==> src/rtl/wmr_defs.svh <==
// wake-up measurement register bank: offsets, field positions, reset values
// assumes a 32-bit word-per-register bus; byte address = index * 4
`ifndef WMR_DEFS_SVH
`define WMR_DEFS_SVH

// ==========================================
// register indices (byte address is index * 4)
`define WMR_IDX_PHASE_CFG 7'h37
`define WMR_IDX_PHASE_REF 7'h38
`define WMR_IDX_PHASE_AVG 7'h39
`define WMR_IDX_PHASE_LAST 7'h3A
`define WMR_IDX_CAP_CFG 7'h3B
`define WMR_IDX_CAP_REF 7'h3C
`define WMR_IDX_CAP_AVG 7'h3D
`define WMR_IDX_CAP_LAST 7'h3E
`define WMR_IDX_IDENT 7'h3F
`define WMR_IDX_IRQ_STATUS 7'h40
`define WMR_IDX_IRQ_MASK 7'h41

// ==========================================
// configuration byte fields
`define WMR_CFG_THR_MSB 7
`define WMR_CFG_THR_LSB 4
`define WMR_CFG_INCLUDE_BIT 3
`define WMR_CFG_WEIGHT_MSB 2
`define WMR_CFG_WEIGHT_LSB 1
`define WMR_CFG_USE_AVG_BIT 0

// ==========================================
// interrupt status bits and reset values
`define WMR_IRQ_PHASE_BIT 0
`define WMR_IRQ_CAP_BIT 1
`define WMR_RST_BYTE 8'h00
`define WMR_RST_IRQ 2'h0

// ==========================================
// weight shift: code 0..3 gives divide by 4,8,16,32
`define WMR_WEIGHT_BASE_SHIFT 4'h2

// identity defaults, arbitrary values
`define WMR_CHIP_TYPE_DFLT 5'h11
`define WMR_CHIP_REV_DFLT 3'h1

`endif

==> src/rtl/wmr_pkg.sv <==
// wake-up measurement register bank: shared types
// assumes wmr_defs.svh for the numbers
package wmr_pkg;
  typedef logic [7:0] wmr_byte_t;
  typedef struct packed
  {
    logic [3:0] cap_delta_threshold;
    logic cap_include_trigger_sample;
    logic [1:0] cap_average_weight;
    logic cap_use_average_reference;
  } wmr_cfg_s;
endpackage

==> src/rtl/wmr_chan_if.sv <==
// carrier between the register bank and one measurement channel
// assumes one instance per channel, all on sys_clk
`timescale 1ns/10ps
`default_nettype none
interface wmr_chan_if;
  wmr_pkg::wmr_cfg_s cfg;
  wmr_pkg::wmr_byte_t fixed_ref;
  logic meas_valid;
  wmr_pkg::wmr_byte_t meas_data;
  wmr_pkg::wmr_byte_t avg;
  wmr_pkg::wmr_byte_t last;
  logic event_p;
  modport bank (output cfg, output fixed_ref, output meas_valid, output meas_data,
    input avg, input last, input event_p);
  modport chan (input cfg, input fixed_ref, input meas_valid, input meas_data,
    output avg, output last, output event_p);
endinterface
`default_nettype wire

==> src/rtl/wmr_regs.sv <==
// wake-up measurement register bank, Avalon-MM slave with waitrequest
// assumes byte addresses, one register per 32-bit word, data in bits 7:0
// assumes the measurement front ends pulse valid for one cycle per result
// Functional notes
// bits 7:4 of the capacitance configuration hold the wake threshold on the difference.
// bit 3 decides whether a measurement that raised the wake event joins the average.
// bits 2:1 pick the average weight 4, 8, 16 or 32.
// bit 0 picks the fixed capacitance reference or the running average for the compare.
// the phase reference byte is read-write and resets to zero.
// the running phase average reads back as a read-only byte, zero after reset.
// the last phase result reads back as a read-only byte, zero after reset.
// capacitance reference is read-write, average and last result read-only, all reset to zero.
// the identity byte holds the type code in bits 7:3 and revision in 2:0 and ignores writes.
// phase configuration bit 0 picks the fixed phase reference or the running phase average.
// a capacitance result off its reference by more than the threshold raises the wake event.
// the average moves by the difference of new result and old average divided by the weight.
`timescale 1ns/10ps
`default_nettype none
`include "wmr_defs.svh"
module wmr_regs
#(
  parameter logic [4:0] CHIP_TYPE = `WMR_CHIP_TYPE_DFLT,
  parameter logic [2:0] CHIP_REV = `WMR_CHIP_REV_DFLT
)
(
  input wire logic sys_clk,
  input wire logic reset_n,
  input wire logic [8:0] avs_address,
  input wire logic avs_read,
  input wire logic avs_write,
  input wire logic [31:0] avs_writedata,
  input wire logic [3:0] avs_byteenable,
  output var logic [31:0] avs_readdata,
  output var logic avs_waitrequest,
  input wire logic phase_meas_valid,
  input wire logic [7:0] phase_meas_data,
  input wire logic cap_meas_valid,
  input wire logic [7:0] cap_meas_data,
  output var logic wake_irq
);
  localparam int NCH = 2;

  logic [6:0] idx;
  logic wait_q;
  logic wr_take;
  logic rd_start;
  logic [31:0] rdata_q;
  logic [7:0] rd_mux;
  wmr_pkg::wmr_cfg_s cfg_q [NCH];
  wmr_pkg::wmr_byte_t ref_q [NCH];
  logic [1:0] status_q;
  logic [1:0] status_d;
  logic [1:0] mask_q;
  logic irq_q;
  logic [NCH-1:0] ev;
  logic [NCH-1:0] meas_valid;
  wmr_pkg::wmr_byte_t meas_data [NCH];
  wmr_pkg::wmr_byte_t avg_v [NCH];
  wmr_pkg::wmr_byte_t last_v [NCH];
  logic [7:0] wbyte;
  logic wlane;

  assign idx = avs_address[8:2];
  assign wbyte = avs_writedata[7:0];
  assign wlane = avs_byteenable[0];
  assign wr_take = avs_write && !wait_q && wlane;
  assign rd_start = avs_read && wait_q;
  assign meas_valid = {cap_meas_valid, phase_meas_valid};
  assign meas_data[0] = phase_meas_data;
  assign meas_data[1] = cap_meas_data;

  // ==========================================
  // channels: 0 phase, 1 capacitance
  // both channels share one module; the phase one reads the same field layout
  wmr_chan_if chan_bus [NCH] ();

  generate
    for (genvar c = 0; c < NCH; c++)
    begin : g_chan
      assign chan_bus[c].cfg = cfg_q[c];
      assign chan_bus[c].fixed_ref = ref_q[c];
      assign chan_bus[c].meas_valid = meas_valid[c];
      assign chan_bus[c].meas_data = meas_data[c];
      assign avg_v[c] = chan_bus[c].avg;
      assign last_v[c] = chan_bus[c].last;
      assign ev[c] = chan_bus[c].event_p;
      wmr_chan u_chan
      (
        .sys_clk(sys_clk),
        .reset_n(reset_n),
        .bus(chan_bus[c].chan)
      );
    end
  endgenerate

  // ==========================================
  // bus handshake: one wait cycle per access
  // fixed latency: read data comes from a flop, so no mux sits on the bus output path
  // a request held through the data phase is not taken twice, since wait_q rises again
  always_ff @(posedge sys_clk or negedge reset_n)
  begin
    if (!reset_n)
    begin
      wait_q <= 1'b1;
    end
    else
    begin
      wait_q <= !((avs_read || avs_write) && wait_q);
    end
  end

  // ==========================================
  // writable registers
  // writes land only in the data phase, when the master has seen waitrequest low
  always_ff @(posedge sys_clk or negedge reset_n)
  begin
    if (!reset_n)
    begin
      cfg_q[0] <= `WMR_RST_BYTE;
      cfg_q[1] <= `WMR_RST_BYTE;
      ref_q[0] <= `WMR_RST_BYTE;
      ref_q[1] <= `WMR_RST_BYTE;
      mask_q <= `WMR_RST_IRQ;
    end
    else if (wr_take)
    begin
      // identity, averages and last results have no write path
      unique case (idx)
        `WMR_IDX_PHASE_CFG: cfg_q[0] <= wbyte;
        `WMR_IDX_PHASE_REF: ref_q[0] <= wbyte;
        `WMR_IDX_CAP_CFG: cfg_q[1] <= wbyte;
        `WMR_IDX_CAP_REF: ref_q[1] <= wbyte;
        `WMR_IDX_IRQ_MASK: mask_q <= wbyte[1:0];
        default: ;
      endcase
    end
  end

  // ==========================================
  // interrupt status, set wins over a write-one clear
  // losing a wake is worse than one spurious interrupt, hence set over clear
  // the level is taken from status_d so the interrupt rises with the status bit
  always_comb
  begin
    status_d = status_q;
    if (wr_take && idx == `WMR_IDX_IRQ_STATUS)
    begin
      status_d = status_d & ~wbyte[1:0];
    end
    status_d[`WMR_IRQ_PHASE_BIT] = status_d[`WMR_IRQ_PHASE_BIT] | ev[0];
    status_d[`WMR_IRQ_CAP_BIT] = status_d[`WMR_IRQ_CAP_BIT] | ev[1];
  end

  always_ff @(posedge sys_clk or negedge reset_n)
  begin
    if (!reset_n)
    begin
      status_q <= `WMR_RST_IRQ;
    end
    else
    begin
      status_q <= status_d;
    end
  end

  always_ff @(posedge sys_clk or negedge reset_n)
  begin
    if (!reset_n)
    begin
      irq_q <= 1'b0;
    end
    else
    begin
      irq_q <= |(status_d & mask_q);
    end
  end

  // ==========================================
  // read path; unmapped words read zero
  // the mux is captured at the first edge of the request
  always_comb
  begin
    unique case (idx)
      `WMR_IDX_PHASE_CFG: rd_mux = cfg_q[0];
      `WMR_IDX_PHASE_REF: rd_mux = ref_q[0];
      `WMR_IDX_PHASE_AVG: rd_mux = avg_v[0];
      `WMR_IDX_PHASE_LAST: rd_mux = last_v[0];
      `WMR_IDX_CAP_CFG: rd_mux = cfg_q[1];
      `WMR_IDX_CAP_REF: rd_mux = ref_q[1];
      `WMR_IDX_CAP_AVG: rd_mux = avg_v[1];
      `WMR_IDX_CAP_LAST: rd_mux = last_v[1];
      `WMR_IDX_IDENT: rd_mux = {CHIP_TYPE, CHIP_REV};
      `WMR_IDX_IRQ_STATUS: rd_mux = {6'h00, status_q};
      `WMR_IDX_IRQ_MASK: rd_mux = {6'h00, mask_q};
      default: rd_mux = 8'h00;
    endcase
  end

  always_ff @(posedge sys_clk or negedge reset_n)
  begin
    if (!reset_n)
    begin
      rdata_q <= 32'h0000_0000;
    end
    else if (rd_start)
    begin
      rdata_q <= {24'h00_0000, rd_mux};
    end
  end

  assign avs_readdata = rdata_q;
  assign avs_waitrequest = wait_q;
  assign wake_irq = irq_q;
endmodule // wmr_regs
`default_nettype wire

==> src/rtl/wmr_chan.sv <==
// one measurement channel: last result, running average, wake compare
// assumes meas_valid is a one-cycle pulse per finished measurement
`timescale 1ns/10ps
`default_nettype none
`include "wmr_defs.svh"
module wmr_chan
(
  input wire logic sys_clk,
  input wire logic reset_n,
  wmr_chan_if.chan bus
);
  logic [7:0] avg_q;
  logic [7:0] last_q;
  logic event_q;
  logic [7:0] ref_sel;
  logic signed [8:0] ref_diff;
  logic [8:0] ref_mag;
  logic exceed;
  logic signed [8:0] avg_diff;
  logic signed [8:0] avg_step;
  logic [3:0] shift;
  logic [8:0] avg_sum;

  // ==========================================
  // compare
  always_comb
  begin
    ref_sel = bus.cfg.cap_use_average_reference ? avg_q : bus.fixed_ref;
    ref_diff = $signed({1'b0, bus.meas_data}) - $signed({1'b0, ref_sel});
    ref_mag = ref_diff[8] ? 9'(-ref_diff) : ref_diff;
    exceed = ref_mag > {5'h00, bus.cfg.cap_delta_threshold};
    shift = `WMR_WEIGHT_BASE_SHIFT + {2'h0, bus.cfg.cap_average_weight};
    avg_diff = $signed({1'b0, bus.meas_data}) - $signed({1'b0, avg_q});
    avg_step = avg_diff >>> shift;
    avg_sum = 9'($signed({1'b0, avg_q}) + avg_step);
  end

  // ==========================================
  // state
  always_ff @(posedge sys_clk or negedge reset_n)
  begin
    if (!reset_n)
    begin
      last_q <= `WMR_RST_BYTE;
    end
    else if (bus.meas_valid)
    begin
      last_q <= bus.meas_data;
    end
  end

  always_ff @(posedge sys_clk or negedge reset_n)
  begin
    if (!reset_n)
    begin
      avg_q <= `WMR_RST_BYTE;
    end
    else if (bus.meas_valid && (!exceed || bus.cfg.cap_include_trigger_sample))
    begin
      avg_q <= avg_sum[7:0];
    end
  end

  always_ff @(posedge sys_clk or negedge reset_n)
  begin
    if (!reset_n)
    begin
      event_q <= 1'b0;
    end
    else
    begin
      event_q <= bus.meas_valid && exceed;
    end
  end

  assign bus.avg = avg_q;
  assign bus.last = last_q;
  assign bus.event_p = event_q;
endmodule // wmr_chan
`default_nettype wire

==> config.mk <==
export PLATFORM = sky130hd
export DESIGN_NAME = wmr_regs
export DESIGN_NICKNAME = d
export VERILOG_FILES = /design/src/rtl/wmr_pkg.sv /design/src/rtl/wmr_chan_if.sv /design/src/rtl/wmr_regs.sv /design/src/rtl/wmr_chan.sv
export VERILOG_INCLUDE_DIRS = /design/src /design/src/rtl
export SDC_FILE = /design/constraint.sdc
export NUM_CORES = 1
export LEC_CHECK = 0
export ABC_CLOCK_PERIOD_IN_PS = 3990
export BUFFER_PORTS_ARGS = -buffer_cell sky130_fd_sc_hd__buf_4
export CAP_MARGIN = 10
export CORE_MARGIN = 1.5
export CORE_UTILIZATION = 53
export CTS_BUF_LIST = sky130_fd_sc_hd__clkbuf_16
export DETAILED_ROUTE_END_ITERATION = 8
export MAX_ROUTING_LAYER = met4
export PLACE_DENSITY = 0.78
export SYNTH_ARGS = -nofsm -noshare
export SYNTH_HDL_FRONTEND = slang
export SYNTH_SLANG_ARGS = --single-unit
==> constraint.sdc <==
create_clock -name sys_clk -period 3.99 [get_ports sys_clk]
set_clock_uncertainty 0.05 [all_clocks]
set_input_delay 0.1995 -clock sys_clk [delete_from_list [all_inputs] [get_ports sys_clk]]
set_output_delay 0.1995 -clock sys_clk [all_outputs]
set_load 0.02 [all_outputs]
==> impl_metrics.json, run 1 <==
{
  "outcome": "complete, but fails checks",
  "failed_checks": "negative hold slack, negative setup slack",
  "drcViolationCount": 0,
  "maxCapViolCount": 0,
  "p_leak_nw": 3.81,
  "final_core_util_pct": 68.4,
  "synth_edf_count": 0,
  "whs_ns": -0.0238,
  "cp-start-kind": "flip-flop",
  "htreeDepth": 3,
  "insertion_delay_ns": 0.35,
  "max_stage_delay_ns": 0.38,
  "crit_buf_inv": 2,
  "async_flop_share_pct": 100,
  "finalNonFillerCells": 988,
  "cts.root.buffer_cell": "clkbuf_16",
  "ys_seq_area_share_pct": 30.1,
  "hp-class": "input pin to asynchronous set/reset pin",
  "synth_compound_area_share_pct": 19.5,
  "num_rows": 40,
  "path_clk_slew_ns": 0.06,
  "finalCriticalPeriod_ns": 4.04,
  "drv_slew": 0,
  "fmax_mhz": 247,
  "synth_xor_area_share_pct": 3.42,
  "drt-wirelength-per-cell_um": 19.5,
  "ys_warn_count": 0,
  "dieArea_um2": 13200,
  "drt-total-wl_mm": 19.3,
  "cp_data_arrival_time_ns": 4.23,
  "crit_chain": "inv_1 -> ha_1 -> a21o_1 -> a31o_2 -> a211oi_2 -> o21bai_1 -> and2_1 -> buf_4 -> or3_1 -> o2111ai_1 -> o21ai_0 -> ha_1 -> nand2_1 -> o21ai_1 -> o41ai_2 -> xnor2_1 -> nand2_1 -> xnor2_1",
  "cts_made_buffers": 9,
  "dp_cells": 958,
  "synthCells": 702,
  "avgViaCountPerCell": 6.18,
  "io_buffers": 47,
  "synth.largest_area_cell": "dfrtp_1",
  "ys_types": 68,
  "cp.required_ns": 4.18,
  "final.setup.tns_ns": -0.231,
  "postLayoutCellArea_um2": 8290,
  "pre_cts_slack_ns": -0.251,
  "synthToLayoutAreaGrowth_pct": 24.5,
  "synthTopCellsByCount": "dfrtp_1, nand2_1, o21ai_0",
  "synth_top_area_share_pct": 29.7,
  "place.gp.congestion": 0.913,
  "synth_area_um2": 6660,
  "vdd_drop_max_uv": 636,
  "ios": 101,
  "antenna_found_initial": 0,
  "synth_most_common_cell": "dfrtp_1",
  "rsz0062_at_grt": "true",
  "synth_top_family_by_area": "compound AO/OA/AOI/OAI gates",
  "grt_max_degree": 81,
  "synthAdderAreaFrac_pct": 11.7,
  "finalPower_mw": 5.14,
  "yosys.area_share.simple_pct": 12.8,
  "worst_path_max_delay_cell": "dfrtp_1",
  "crit_type": "flip-flop to flip-flop",
  "p_per_area_nw_per_um2": 620,
  "postRouteAntennaNets": 0,
  "start_util_pct": 55.0,
  "ys.flop_type": "dfrtp_1",
  "placed_cell_area_um2": 7530,
  "finalCritPeriodShare_pct": 101,
  "die_x_um": 115,
  "diodes": 0,
  "cts.sinks": 80,
  "drt_iter0_markers": 520,
  "endpoint_kind": "flip-flop",
  "ys_seq_elements": 80,
  "tightest_slew_ns": 1.05,
  "r2r_setup_slack_ns": -0.05,
  "dieHeight_um": 115,
  "grt_usage_pct": 29.9,
  "crit_family": "compound AO/OA/AOI/OAI gates",
  "setup-violations-final": 9,
  "grt_pass1_vias": 5935,
  "drive_gt1_share_pct": 31.8,
  "synthTopCellsByArea": "dfrtp_1, ha_1, mux2_2",
  "num_vias": 6107,
  "cts_tree": "built",
  "grt_overflow": 0,
  "muxShareOfSynthArea_pct": 16.5,
  "grt_pass1_wl_mm": 29.6,
  "relSlewSlack_pct": 30.1,
  "cts.path.max_buffers": 2,
  "core_area_um2": 12100,
  "crit_fanout": 4,
  "first_pass_iters": 5,
  "hold_viol": 15,
  "synth_area_per_cell_um2": 9.49,
  "nets": 942,
  "timing.final.ws_setup_ns": -0.0532,
  "dp_hpwl_mm": 14.1
}
## cell type report
| type | instances | area (um2) |
|---|---|---|
| inverters | 36 | 135 |
| repair buffers | 121 | 953 |
| multi-input cells | 567 | 4670 |
| clock inverters | 7 | 90.1 |
| clock buffers | 9 | 225 |
| well taps | 168 | 210 |
| fillers | 907 | 3820 |
| flip-flops and latches | 80 | 2000 |
## cells in the final DEF, fill, tap and decap left out, drive strengths merged, types with 4 or more instances in the layout
| cell type | n |
|---|---|
| a21o | 20 |
| a221oi | 4 |
| a211oi | 13 |
| mux4 | 5 |
| a222oi | 4 |
| mux2 | 57 |
| mux2i | 34 |
| nor2 | 25 |
| ha | 56 |
| xor2 | 11 |
| nand2 | 57 |
| fa | 4 |
| o21bai | 4 |
| nand2b | 11 |
| and2 | 8 |
| or3 | 9 |
| buf | 118 |
| xnor2 | 15 |
| o21ai | 63 |
| inv | 37 |
| nand3 | 13 |
| dfrtp | 79 |
| clkbuf | 10 |
| o211ai | 8 |
| nor2b | 5 |
| o21a | 9 |
| nor3 | 18 |
| nand3b | 5 |
| conb | 24 |
| a21oi | 27 |
| a31oi | 4 |
## kinds of logic after synthesis
kind of cell               Yosys count
muxes                               96
DFF                                 80
other                                1
AOI/OAI and AO/OA                  190
buffers and inverters               78
adders and majority gates           60
and+or+nand+nor                    171
xor gates and xnor gates            26
## final timing paths
| check | cells after the start | to | from |
|---|---|---|---|
| min in group sys_clk | 2 | g_chan[0].u_chan.bus.last[4] | phase_meas_data[4] |
| worst max register to register | 18 | g_chan[1].u_chan.bus.avg[7] | g_chan[1].u_chan.bus.avg[2] |
| worst max-delay path | 18 | g_chan[1].u_chan.bus.avg[7] | g_chan[1].u_chan.bus.avg[2] |
| max in group asynchronous | 1 | g_chan[1].u_chan.bus.avg[1] | reset_n |
| worst min register to register | 1 | status_q[1] | g_chan[1].u_chan.bus.event_p |
| worst min-delay path | 1 | avs_readdata[4] | reset_n |
## metal layers
layer  part of all wire, %  global-route usage [%]
met5                     0                       -
met2                    49                    50.6
met1                    41                    36.7
met4                   2.2                    7.98
met3                   7.6                    5.59
## worst register-to-register path, delay by kind of cell, from the launching register on
| family | cells | cell delay [ns] |
|---|---|---|
| compound gates | 8 | 1.62 |
| simple gates | 4 | 0.72 |
| fa+ha+maj | 2 | 0.60 |
| flops | 1 | 0.38 |
| xor+xnor | 2 | 0.37 |
| buf+inv | 2 | 0.23 |
## report_power, final
| group | internal, mW | total, mW | switching [mW] | leakage, nW |
|---|---|---|---|---|
| sequential | 0.926 | 1.02 | 0.0988 | 1.02 |
| clock | 0.543 | 0.880 | 0.336 | 0.150 |
| combinational | 1.49 | 3.24 | 1.74 | 2.63 |
## sequential cells by signal (all words and copies together), names as in the netlist
signal and count:
chan_bus.fixed_ref 16, wake_irq 1, cfg_q 16, avs_waitrequest 1, g_chan.u_chan.bus.last 16, status_q 2, g_chan.u_chan.bus.event_p 2, mask_q 2
avs_readdata 8, g_chan.u_chan.bus.avg 16
## timing repair
item	in CTS	in global routing
resized for setup	29	48
hold buffers	2	0
cloned	0	1
buffers inserted	6	6
hold endpoints to repair	1	0
pin swaps	18	9
setup endpoints to repair	17	17
Power figures use the tool's default switching activity.
==> run 2, diff against run 1 <==
Settings changed: CTS_CLUSTER_DIAMETER from default to 60, GPL_TIMING_DRIVEN from default to 0, PLACE_DENSITY 0.78 to default, PLACE_DENSITY_LB_ADDON from default to 0.08.
==> run 2 against run 1 <==
The run still ends with negative hold slack, negative setup slack left. Global-route usage fell by 0.67 points. Clock power fell by 8.5%. Sequential power grew 7%. Sequential cell count unchanged. Largest power group unchanged. Critical path type unchanged. Critical endpoint is now g_chan[0].u_chan.bus.avg[4]. Count of clock-buffer cells in the layout is the same. Setup slack got worse by 0.17 ns. Cell area decreased by 1.1%. Wire length shrank 3.7%. Worst hold slack worse by 0.012 ns. Power shrank 9.9%. Final cell count fell by 0.40%. Via count decreased by 4.2%.
==> impl_metrics.json, run 2 (synthesized netlist as in run 1, its figures left out) <==
{
  "crit_path_start": "cfg_q[8]",
  "drt_iter0_markers": 380,
  "num_rows": 40,
  "finalCriticalPeriod_ns": 4.22,
  "path_clk_slew_ns": 0.06,
  "tightest_slew_ns": 0.998,
  "core_area_um2": 12100,
  "grt_pass1_wl_mm": 28.6,
  "drive_gt1_share_pct": 29.9,
  "endpoint_kind": "flip-flop",
  "dieArea_um2": 13200,
  "fill_cells": 985,
  "crit_type": "flip-flop to flip-flop",
  "pre_cts_slack_ns": -0.674,
  "grt_max_degree": 81,
  "nets": 938,
  "p_leak_nw": 3.71,
  "drt-total-wl_mm": 18.6,
  "io_buffers": 45,
  "place.gp.congestion": 0.930,
  "cts.root.buffer_cell": "clkbuf_16",
  "cp-start-kind": "flip-flop",
  "failed_checks": "negative hold slack, negative setup slack",
  "r2r_setup_slack_ns": -0.23,
  "final_core_util_pct": 67.7,
  "finalCritPeriodShare_pct": 106,
  "drcViolationCount": 0,
  "start_util_pct": 55.0,
  "antenna_found_initial": 0,
  "first_pass_iters": 4,
  "dieHeight_um": 115,
  "r2r-end": "g_chan[0].u_chan.bus.avg[4]",
  "drv_slew": 0,
  "dp_hpwl_mm": 14.0,
  "grt_usage_pct": 29.2,
  "grt_overflow": 0,
  "cts.sinks": 80,
  "avgViaCountPerCell": 5.94,
  "p_per_area_nw_per_um2": 565,
  "insertion_delay_ns": 0.34,
  "cp.required_ns": 4.16,
  "vdd_drop_max_uv": 699,
  "fmax_mhz": 237,
  "grt_pass1_vias": 5644,
  "num_vias": 5849,
  "relSlewSlack_pct": 33.4,
  "rr_startpoint": "cfg_q[8]",
  "drt-wirelength-per-cell_um": 18.9,
  "synthToLayoutAreaGrowth_pct": 23.1,
  "setup-violations-final": 8,
  "rsz0062_at_grt": "true",
  "cts_tree": "built",
  "outcome": "complete, but fails checks",
  "most-common-layout-cells": "buf_4, dfrtp_1, mux2_2",
  "hp-class": "input pin to asynchronous set/reset pin",
  "r2r.worst_path.cells": 16,
  "cts_made_buffers": 9,
  "ios": 101,
  "whs_ns": -0.0363,
  "cp_data_arrival_time_ns": 4.39,
  "final_common_cell": "buf_4",
  "htreeDepth": 3,
  "cp-endpoint": "g_chan[0].u_chan.bus.avg[4]",
  "postRouteAntennaNets": 0,
  "die_x_um": 115,
  "crit_fanout": 8,
  "timing.final.ws_setup_ns": -0.226,
  "diodes": 0,
  "hold_viol": 37,
  "cts.path.max_buffers": 2,
  "maxCapViolCount": 0
}
## run 2: changes by cell type in the layout (fill, tap and decap cells not counted), moves of 3 or more
cell      delta
buf_4       -20
clkbuf_1    +11
buf_1        +4
ha_1         -3
o21ai_0      +3
o21ai_1      -3
## run 2: final cells by class
cell class              instances  area [um2]  area share (%)
plain buffers                  41         267            3.25
clock buffers                   9         225            2.75
inverters                      36         135            1.65
multi-input cells             567        4670            57.0
repair buffers                 76         617            7.53
clock inverters                 7        62.6           0.763
well taps                     168         210            2.56
flip-flops and latches         80        2010            24.5
## run 2: timing repair
action                     CTS  global route
gates resized for setup     34            42
setup endpoints to repair   17            17
hold endpoints to repair     1             0
gates cloned                 0             1
buffers inserted            19             9
hold buffers                 2             0
pin swaps                   19             9
## run 2: stage by stage
step	power [mW]	instance area, um2	setup TNS, ns	instances	hold WS, ns
4_1_cts	4.39	7920	-1.58	975	0.0220
5_1_grt	4.96	8200	-3.87	984	0.0677
3_3_place_gp	3.33	7320	-7.50	938	0.317
3_5_place_dp	3.43	7320	-8.79	938	0.325
6_report	4.63	8200	-1.41	984	-0.0363
2_1_floorplan	2.91	6780	-0.0872	725	-0.146
## run 2: report_power, final
part	switching, mW	internal [mW]	leakage [nW]
registers	0.159	0.927	1.02
clock network	0.328	0.478	0.136
logic	1.48	1.26	2.56
## run 2: per-layer routing
metal	GRT usage [%]	up-vias	share of wire (%)
met5	-	-	0
met4	8.48	0	2.0
met3	5.90	26	7.2
met2	44.0	201	45
met1	40.0	2836	46
li1	-	2786	-
## run 2: worst min-delay path by stage
| stage | startpoint | end | slack (ns) | cells after the start |
|---|---|---|---|---|
| floorplan | reset_n | avs_readdata[0] | -0.15 | 0 |
| global route | reset_n | avs_readdata[6] | 0.07 | 1 |
| global placement | avs_read | avs_waitrequest | 0.32 | 2 |
| CTS | reset_n | avs_readdata[5] | 0.02 | 1 |
| finish | reset_n | avs_readdata[5] | -0.04 | 1 |
| detailed placement | avs_read | avs_waitrequest | 0.32 | 2 |
## run 2: worst max-delay path, cell delays in order, from the launching register on
cell,delay [ns]
dfrtp_1,0.39
buf_8,0.15
mux2_4,0.31
ha_4,0.17
fa_2,0.35
nand3b_1,0.20
a211oi_2,0.26
buf_4,0.15
nor3_2,0.04
xnor2_1,0.14
ha_1,0.30
nand4_1,0.14
a2111oi_2,0.39
nand2_1,0.14
a221oi_4,0.45
o21ai_4,0.15
mux2_4,0.32
